`config.mk`:
```
export PLATFORM = sky130hd
export DESIGN_NAME = jtbs_tap
export DESIGN_NICKNAME = d
export VERILOG_FILES = /design/src/rtl/jtbs_tap_fsm.v /design/src/rtl/jtbs_tap.v
export VERILOG_INCLUDE_DIRS = /design/src /design/src/rtl
export SDC_FILE = /design/constraint.sdc
export NUM_CORES = 1
export LEC_CHECK = 0
export ABC_AREA = 1
export CORE_UTILIZATION = 45
export DETAILED_ROUTE_END_ITERATION = 8
export DONT_BUFFER_PORTS = 1
export GPL_ROUTABILITY_DRIVEN = 0
export PLACE_DENSITY = 0.66
export RECOVER_POWER = 25
export REMOVE_ABC_BUFFERS = 1
export SYNTH_ARGS = -nofsm -noshare
export SYNTH_HDL_FRONTEND = slang
export SYNTH_SLANG_ARGS = --single-unit
```
`constraint.sdc`:
```
create_clock -name core_clk -period 2.02 [get_ports core_clk]
set_clock_uncertainty 0.15 [all_clocks]
set_input_delay 0.101 -clock core_clk [delete_from_list [all_inputs] [get_ports core_clk]]
set_output_delay 0.101 -clock core_clk [all_outputs]
set_load 0.01 [all_outputs]
```
`src/rtl/jtbs_defs.vh`:
```
// constants for the test access port: scan lengths, instruction codes,
// identification fields and controller state codes.
// assumes it is included once per file by its bare name.
`ifndef JTBS_DEFS_VH
`define JTBS_DEFS_VH

// scan register lengths
`define JTBS_IR_LEN      8
`define JTBS_ID_LEN      32
`define JTBS_BSR_LEN     113

// instruction codes; only the bypass code is fixed, the others are plain choices
`define JTBS_OP_BYPASS   8'hff
`define JTBS_OP_IDCODE   8'h01
`define JTBS_OP_HIGHZ    8'h03
`define JTBS_OP_SAMPLE   8'h05
`define JTBS_IR_CAPTURE  8'h01

// identification field positions
`define JTBS_ID_REV_MSB  31
`define JTBS_ID_REV_LSB  28
`define JTBS_ID_DEV_MSB  27
`define JTBS_ID_DEV_LSB  12
`define JTBS_ID_VEN_MSB  11
`define JTBS_ID_VEN_LSB  1
`define JTBS_ID_PRESENT  1'h1

// controller states, one-hot
`define JTBS_ST_TLR      16'h0001
`define JTBS_ST_RTI      16'h0002
`define JTBS_ST_SDRS     16'h0004
`define JTBS_ST_CDR      16'h0008
`define JTBS_ST_SHDR     16'h0010
`define JTBS_ST_E1DR     16'h0020
`define JTBS_ST_PDR      16'h0040
`define JTBS_ST_E2DR     16'h0080
`define JTBS_ST_UDR      16'h0100
`define JTBS_ST_SIRS     16'h0200
`define JTBS_ST_CIR      16'h0400
`define JTBS_ST_SHIR     16'h0800
`define JTBS_ST_E1IR     16'h1000
`define JTBS_ST_PIR      16'h2000
`define JTBS_ST_E2IR     16'h4000
`define JTBS_ST_UIR      16'h8000

`endif

```
`src/rtl/jtbs_tap_fsm.v`:
```
// sixteen-state test controller, advanced once per detected test clock rise.
// assumes adv is a one-cycle pulse on core_clk and tms is already synchronised.
`timescale 1ns/1ns
`default_nettype none
`include "jtbs_defs.vh"

module jtbs_tap_fsm (
	input  wire        core_clk,
	input  wire        rst_n,
	input  wire        adv,
	input  wire        tms,
	output reg  [15:0] state_reg
);

	// one-hot state codes, shared with the datapath through the header
	localparam [15:0] ST_TLR  = `JTBS_ST_TLR;
	localparam [15:0] ST_RTI  = `JTBS_ST_RTI;
	localparam [15:0] ST_SDRS = `JTBS_ST_SDRS;
	localparam [15:0] ST_CDR  = `JTBS_ST_CDR;
	localparam [15:0] ST_SHDR = `JTBS_ST_SHDR;
	localparam [15:0] ST_E1DR = `JTBS_ST_E1DR;
	localparam [15:0] ST_PDR  = `JTBS_ST_PDR;
	localparam [15:0] ST_E2DR = `JTBS_ST_E2DR;
	localparam [15:0] ST_UDR  = `JTBS_ST_UDR;
	localparam [15:0] ST_SIRS = `JTBS_ST_SIRS;
	localparam [15:0] ST_CIR  = `JTBS_ST_CIR;
	localparam [15:0] ST_SHIR = `JTBS_ST_SHIR;
	localparam [15:0] ST_E1IR = `JTBS_ST_E1IR;
	localparam [15:0] ST_PIR  = `JTBS_ST_PIR;
	localparam [15:0] ST_E2IR = `JTBS_ST_E2IR;
	localparam [15:0] ST_UIR  = `JTBS_ST_UIR;

	reg [15:0] state_next;

	// next state from mode select; power-up lands in test-logic-reset
	always @* begin
		case (state_reg)
			ST_TLR:  state_next = tms ? ST_TLR  : ST_RTI;
			ST_RTI:  state_next = tms ? ST_SDRS : ST_RTI;
			ST_SDRS: state_next = tms ? ST_SIRS : ST_CDR;
			ST_CDR:  state_next = tms ? ST_E1DR : ST_SHDR;
			ST_SHDR: state_next = tms ? ST_E1DR : ST_SHDR;
			ST_E1DR: state_next = tms ? ST_UDR  : ST_PDR;
			ST_PDR:  state_next = tms ? ST_E2DR : ST_PDR;
			ST_E2DR: state_next = tms ? ST_UDR  : ST_SHDR;
			ST_UDR:  state_next = tms ? ST_SDRS : ST_RTI;
			ST_SIRS: state_next = tms ? ST_TLR  : ST_CIR;
			ST_CIR:  state_next = tms ? ST_E1IR : ST_SHIR;
			ST_SHIR: state_next = tms ? ST_E1IR : ST_SHIR;
			ST_E1IR: state_next = tms ? ST_UIR  : ST_PIR;
			ST_PIR:  state_next = tms ? ST_E2IR : ST_PIR;
			ST_E2IR: state_next = tms ? ST_UIR  : ST_SHIR;
			ST_UIR:  state_next = tms ? ST_SDRS : ST_RTI;
			default: state_next = ST_TLR; // illegal code recovers
		endcase
	end

	// one step per test clock rise only
	always @(posedge core_clk or negedge rst_n) begin
		if (!rst_n) begin
			state_reg <= ST_TLR;
		end else if (adv) begin
			state_reg <= state_next;
		end
	end

endmodule
`default_nettype wire

```
`src/rtl/jtbs_tap.v`:
```
// test access port with instruction, bypass, identification and boundary scan
// registers, sampling an externally driven test clock with core_clk.
// assumes the test clock is far slower than core_clk (at least four samples per
// phase) and that ball levels arrive from outside this clock domain.
// Summary of operation
// - with bypass held, shift-dr passes serial in to serial out through one bypass bit only.
// - instruction codes outside the defined set select the bypass bit, as the bypass code does.
// - instruction register is 8 bits, bypass 1 bit, identification 32 bits.
// - boundary scan register is 113 cells shifted out from cell 1 through cell 113.
// - cells of unused balls always read as zero.
// - identification bits 31:28 hold revision and bits 27:12 the device field.
// - identification bits 11:1 hold the vendor code.
// - identification bit 0 always reads one.
// - serial out changes on the falling test clock edge.
// - the all-ones code is bypass and leaves memory operation alone.
// - power-up and test-logic-reset load the identification instruction.
// - high-z connects the boundary scan register and floats all memory outputs.
// - sample/preload captures input and bidirectional balls in capture-dr.
`timescale 1ns/1ns
`default_nettype none
`include "jtbs_defs.vh"

module jtbs_tap #(
	parameter [3:0]                REVISION  = 4'h0,     // arbitrary value
	parameter [15:0]               DEVICE_ID = 16'h0000, // arbitrary value
	parameter [10:0]               VENDOR_ID = 11'h000,  // arbitrary value
	parameter [`JTBS_BSR_LEN-1:0]  USED_MASK = {`JTBS_BSR_LEN{1'b1}}
) (
	input  wire                      core_clk,
	input  wire                      rst_n,
	input  wire                      tck,
	input  wire                      tms,
	input  wire                      tdi,
	input  wire [`JTBS_BSR_LEN-1:0]  ball_in,
	output reg                       tdo_reg,
	output reg                       tdo_oe_reg,
	output reg                       mem_hiz_reg,
	output reg  [`JTBS_BSR_LEN-1:0]  bsr_upd_reg,
	output reg  [`JTBS_IR_LEN-1:0]   ir_reg
);

	// pin synchronisers: first stage feeds only the second
	reg                      tck_s1_reg;
	reg                      tck_s2_reg;
	reg                      tck_d_reg;
	reg                      tms_s1_reg;
	reg                      tms_s2_reg;
	reg                      tdi_s1_reg;
	reg                      tdi_s2_reg;
	reg [`JTBS_BSR_LEN-1:0]  ball_s1_reg;
	reg [`JTBS_BSR_LEN-1:0]  ball_s2_reg;

	// scan shift registers
	reg [`JTBS_IR_LEN-1:0]   ir_sh_reg;
	reg                      byp_reg;
	reg [`JTBS_ID_LEN-1:0]   id_sh_reg;
	reg [`JTBS_BSR_LEN-1:0]  bsr_sh_reg;

	wire [15:0]              state;
	wire                     tck_rise;
	wire                     tck_fall;
	wire [`JTBS_ID_LEN-1:0]  id_value;
	reg                      sel_bsr;
	reg                      sel_id;
	reg                      dr_out;

	// controller states this datapath acts on, one-hot; the machine itself
	// lives in its own module so the datapath only decodes its output
	localparam [15:0] ST_TLR  = `JTBS_ST_TLR;
	localparam [15:0] ST_CDR  = `JTBS_ST_CDR;
	localparam [15:0] ST_SHDR = `JTBS_ST_SHDR;
	localparam [15:0] ST_UDR  = `JTBS_ST_UDR;
	localparam [15:0] ST_CIR  = `JTBS_ST_CIR;
	localparam [15:0] ST_SHIR = `JTBS_ST_SHIR;
	localparam [15:0] ST_UIR  = `JTBS_ST_UIR;

	always @(posedge core_clk or negedge rst_n) begin
		if (!rst_n) begin
			tck_s1_reg  <= 1'b0;
			tck_s2_reg  <= 1'b0;
			tck_d_reg   <= 1'b0;
			tms_s1_reg  <= 1'b1;
			tms_s2_reg  <= 1'b1;
			tdi_s1_reg  <= 1'b0;
			tdi_s2_reg  <= 1'b0;
			ball_s1_reg <= {`JTBS_BSR_LEN{1'b0}};
			ball_s2_reg <= {`JTBS_BSR_LEN{1'b0}};
		end else begin
			tck_s1_reg  <= tck;
			tck_s2_reg  <= tck_s1_reg;
			tck_d_reg   <= tck_s2_reg;
			tms_s1_reg  <= tms;
			tms_s2_reg  <= tms_s1_reg;
			tdi_s1_reg  <= tdi;
			tdi_s2_reg  <= tdi_s1_reg;
			ball_s1_reg <= ball_in;
			ball_s2_reg <= ball_s1_reg;
		end
	end

	// edges seen two core cycles late; tdi and tms lag equally so stay aligned
	assign tck_rise = tck_s2_reg & ~tck_d_reg;
	assign tck_fall = ~tck_s2_reg & tck_d_reg;

	jtbs_tap_fsm u_fsm (
		.core_clk  (core_clk),
		.rst_n     (rst_n),
		.adv       (tck_rise),
		.tms       (tms_s2_reg),
		.state_reg (state)
	);

	// identification word; bit 0 hard-wired high
	assign id_value[`JTBS_ID_REV_MSB:`JTBS_ID_REV_LSB] = REVISION;
	assign id_value[`JTBS_ID_DEV_MSB:`JTBS_ID_DEV_LSB] = DEVICE_ID;
	assign id_value[`JTBS_ID_VEN_MSB:`JTBS_ID_VEN_LSB] = VENDOR_ID;
	assign id_value[0]                                 = `JTBS_ID_PRESENT;

	// data register selection; unknown codes fall back to the bypass bit
	always @* begin
		sel_bsr = 1'b0;
		sel_id  = 1'b0;
		case (ir_reg)
			`JTBS_OP_IDCODE: sel_id  = 1'b1;
			`JTBS_OP_HIGHZ:  sel_bsr = 1'b1;
			`JTBS_OP_SAMPLE: sel_bsr = 1'b1;
			`JTBS_OP_BYPASS: sel_bsr = 1'b0;
			default:         sel_bsr = 1'b0;
		endcase
	end

	// serial-out source of the selected data register
	always @* begin
		if (sel_bsr) begin
			dr_out = bsr_sh_reg[0];
		end else if (sel_id) begin
			dr_out = id_sh_reg[0];
		end else begin
			dr_out = byp_reg;
		end
	end

	// instruction path: capture fixed pattern, shift lsb first, update in update-ir
	always @(posedge core_clk or negedge rst_n) begin
		if (!rst_n) begin
			ir_sh_reg <= `JTBS_IR_CAPTURE;
			ir_reg    <= `JTBS_OP_IDCODE;
		end else if (tck_rise) begin
			case (state)
				ST_TLR:  ir_reg <= `JTBS_OP_IDCODE;
				ST_CIR:  ir_sh_reg <= `JTBS_IR_CAPTURE;
				ST_SHIR: ir_sh_reg <= {tdi_s2_reg, ir_sh_reg[`JTBS_IR_LEN-1:1]};
				ST_UIR:  ir_reg <= ir_sh_reg;
				default: ir_sh_reg <= ir_sh_reg;
			endcase
		end
	end

	// data path: only the selected register captures and shifts
	always @(posedge core_clk or negedge rst_n) begin
		if (!rst_n) begin
			byp_reg     <= 1'b0;
			id_sh_reg   <= {`JTBS_ID_LEN{1'b0}};
			bsr_sh_reg  <= {`JTBS_BSR_LEN{1'b0}};
			bsr_upd_reg <= {`JTBS_BSR_LEN{1'b0}};
		end else if (tck_rise) begin
			if (state == ST_CDR) begin
				if (sel_bsr) begin
					bsr_sh_reg <= ball_s2_reg & USED_MASK;
				end else if (sel_id) begin
					id_sh_reg <= id_value;
				end else begin
					byp_reg <= 1'b0;
				end
			end else if (state == ST_SHDR) begin
				if (sel_bsr) begin
					// cell 1 sits at bit 0 and leaves first
					bsr_sh_reg <= {tdi_s2_reg, bsr_sh_reg[`JTBS_BSR_LEN-1:1]};
				end else if (sel_id) begin
					id_sh_reg <= {tdi_s2_reg, id_sh_reg[`JTBS_ID_LEN-1:1]};
				end else begin
					byp_reg <= tdi_s2_reg;
				end
			end else if (state == ST_UDR && sel_bsr) begin
				// preload value held for later drive; unused cells stay low
				bsr_upd_reg <= bsr_sh_reg & USED_MASK;
			end
		end
	end

	// serial out moves only on the test clock fall, so the far end samples a
	// stable bit at its next rise; enable follows the shift states
	always @(posedge core_clk or negedge rst_n) begin
		if (!rst_n) begin
			tdo_reg    <= 1'b0;
			tdo_oe_reg <= 1'b0;
		end else if (tck_fall) begin
			if (state == ST_SHDR) begin
				tdo_reg    <= dr_out;
				tdo_oe_reg <= 1'b1;
			end else if (state == ST_SHIR) begin
				tdo_reg    <= ir_sh_reg[0];
				tdo_oe_reg <= 1'b1;
			end else begin
				tdo_oe_reg <= 1'b0;
			end
		end
	end

	// memory outputs float for as long as high-z is the active instruction
	always @(posedge core_clk or negedge rst_n) begin
		if (!rst_n) begin
			mem_hiz_reg <= 1'b0;
		end else begin
			mem_hiz_reg <= (ir_reg == `JTBS_OP_HIGHZ);
		end
	end

endmodule
`default_nettype wire

```
==> flow_metrics.py <==
metrics = {
    "pwr": {
        "power.ir.vdd_worst_uv": 858.7,
        "power.density_nw_per_um2": 865.5,
        "static-leakage-power_nw": 12.15,
        "report.power.total_mw": 22.43,
    },
    "global_routing": {
        "grt.total_usage": 0.1999,
        "antenna_found_initial": 0,
        "first_pass_grt_wire_length_mm": 69.91,
        "grt_pass1_vias": 13410,
        "grt_max_degree": 528,
        "grt.overflow.total": 0,
    },
    "layout": {
        "area_growth_syn_to_layout_pct": 35.66,
        "post_layout_nonfiller_instances": 2711,
        "layout-drive-gt1-share": 0.2049,
        "final_common_cell": "dfrtp_1",
        "layout_common_cells": "dfrtp_1 (522), nand2_1 (370), dlygate4sd3_1 (232)",
        "fin_nets": 2244,
        "final_util": 0.6179,
        "antenna_cells": 0,
    },
    "min_path": {
        "min-delay-path-class": "primary input to async pin",
    },
    "sta": {
        "unrepaired_setup_endpoints_after_global_routing": "yes",
        "finalSetupViolCount": 203,
        "min_period_over_period": 1.054,
        "fin_worst_hold_slack_ps": -952.5,
        "timing_hold_violations_final": 527,
        "timing.setup.tns_ps": -8425,
        "finalWorstPathRequiredPeriod_ps": 2129,
        "maxSlewViolCount": 0,
        "maxSlewHeadroom": 0.1920,
        "clock.fmax_mhz": 469.6,
        "finalWorstSetupSlack_ps": -109.3,
        "tightest_slew_ps": 1212,
    },
    "clock_tree": {
        "cts_hold_buf": 232,
        "clock_insertion_delay_at_the_later_pin_of_the_skew_report_ps": 610,
        "cts_made_buffers": 55,
        "max-clock-path-buffers": 3,
        "cts_root_buf": "clkbuf_16",
        "tritoncts_clock_tree": "yes",
        "clk_pin_slew_worst_paths_ps": 60,
        "clock-sinks": 527,
        "cts_max_level": 2,
    },
    "floorplan": {
        "core_sq_um": 41950,
        "floorplan.initialDensity": 0.4555,
        "die_h_um": 208.1,
        "io-pin-count": 242,
        "core.rowCount": 75,
        "die_width_um": 208.1,
        "die_area_sq_um": 43290,
    },
    "critical_path": {
        "end_kind": "flop",
        "cp-start-kind": "flop",
        "crit_type": "flop to flop",
        "critical_path.max_fanout": 13,
        "worst-endpoint-arrival_ps": 2470,
        "critPathRequiredTime_ps": 2370,
    },
    "synthesis": {
        "yosys_register_bits": 527,
        "synth_cell_types": 37,
        "combinational_family_with_the_most_area_after_synthesis": "simple AND/OR/NAND/NOR gates",
        "synth_compound_gate_area_share": 0.1079,
        "yosys_warnings": 0,
        "mappedNetlistArea_sq_um": 19110,
        "yosys.area_share.xor_xnor": 0.0004584,
        "post_synth_and_or_nand_nor_area_fraction": 0.1325,
        "yosys.area_share.adder": 0,
        "average_size_of_a_mapped_cell_sq_um": 10.63,
        "synth_mux_area_frac": 0,
        "seq_area_frac_synth": 0.6905,
        "cell_count_after_synthesis": 1798,
    },
    "placed_design": {
        "place_hpwl_mm": 23.99,
        "placement.io_buffers": 0,
        "place.detailed.instances": 2314,
    },
    "detailed_routing": {
        "drt-initial-drc-count": 1359,
        "drt_pass1_iterations": 7,
        "drc": 0,
        "detailroute.via_count": 13900,
        "routed_wire_length_per_instance_um": 19.07,
        "detail_route.vias_per_cell": 5.128,
        "antenna_left": 0,
        "wl_mm": 51.70,
    },
    "status": {
        "outcome": "finished, violations left",
        "failed_checks": "negative hold slack, negative setup slack",
    },
    "job": {
        "drv.max_cap_violation_count": 0,
    },
}
where the power goes:
part | switching [mW] | internal [mW] | total, mW | leakage (nW)
logic | 0.643 | 0.639 | 1.28 | 4.45
registers | 0.118 | 10.9 | 11.0 | 6.81
clock network | 4.34 | 5.84 | 10.2 | 0.886
cells by family (layout without fill, tap and decap cells):
group | count (synthesis) | in the layout
xor+xnor | 1 | 1
buf+inv | 279 | 650
flops | 527 | 527
compound gates | 381 | 381
simple gates | 610 | 613
layout make-up:
cell class	instances	area, sq um
Sequential cell	527	13190
Inverter	188	713.2
Tap cell	539	674.4
Multi-Input combinational cell	995	5349
Timing Repair Buffer	359	4154
Clock inverter	30	280.3
Clock buffer	73	1555
Fill cell	3127	16030
path summary, 6_finish.rpt:
path / from / to / slack [ps] / cells after the start
worst max-delay path: ir_reg[0] / bsr_upd_reg[57] / -110 / 9
worst min-delay path: rst_n / ball_s2_reg[90] / -950 / 0
worst max register to register: ir_reg[0] / bsr_upd_reg[57] / -110 / 9
worst min register to register: ball_s1_reg[17] / ball_s2_reg[17] / 190 / 0
max in group asynchronous: rst_n / ball_s2_reg[105] / 1670 / 0
min in group core_clk: ball_s1_reg[17] / ball_s2_reg[17] / 190 / 0
synth_stat cells (all sizes together):
| cell | count | area (sq um) |
|---|---|---|
| a21o | 2 | 15.01 |
| a21oi | 10 | 65.07 |
| a31oi | 2 | 18.77 |
| and2 | 1 | 6.260 |
| and3 | 1 | 6.260 |
| buf | 59 | 485.5 |
| clkbuf | 32 | 120.1 |
| dfrtp | 522 | 13060 |
| dfstp | 5 | 131.4 |
| inv | 188 | 705.7 |
| nand2 | 466 | 1777 |
| nand3 | 30 | 167.7 |
| nand3b | 2 | 18.77 |
| nand4 | 35 | 225.2 |
| nor2 | 70 | 306.5 |
| nor3 | 5 | 25.02 |
| o21ai | 358 | 1904 |
| o22ai | 8 | 50.05 |
| o31ai | 1 | 7.510 |
| xor2 | 1 | 8.760 |
critical path, stage by stage, from the launching register on:
cell and delay [ps]:
dfstp_2 560, inv_2 60, nor2_4 90, nand2_2 60
a21oi_2 110, buf_4 130, nand4_4 210, buf_12 250
clkbuf_16 180, o21ai_0 220
layer usage:
metal  vias to the layer above  global-route usage  wire [um]  part of all wire
met4                         0             0.05594       1229             0.024
met5                         -                   0          0                 0
met1                      6887              0.2717      22090              0.43
li1                       6421                   -          -                 -
met2                       489              0.3162      24630              0.48
met3                       105             0.05494       3753             0.073
through the flow:
stage	hold WS, ps	cell area, sq um	worst slack (ps)
final	-952.5	25920	-109.3
after global routing	-995.3	25920	-199.7
after CTS	-994.9	24180	-46.53
after detailed placement	-333.4	19940	-47.80
after global placement	-335.9	19940	3.875
after floorplan	-344.6	18500	-3272
repair_timing:
| item | 4_1_cts | 5_1_grt |
|---|---|---|
| pin swaps | 1 | 8 |
| endpoints found under the setup margin | 147 | 265 |
| setup buffers | 6 | 11 |
| hold endpoints to repair | 643 | 527 |
| cloned | 1 | 45 |
| resized for setup | 3 | 276 |
No activity file was read; power rests on OpenSTA's default activity.
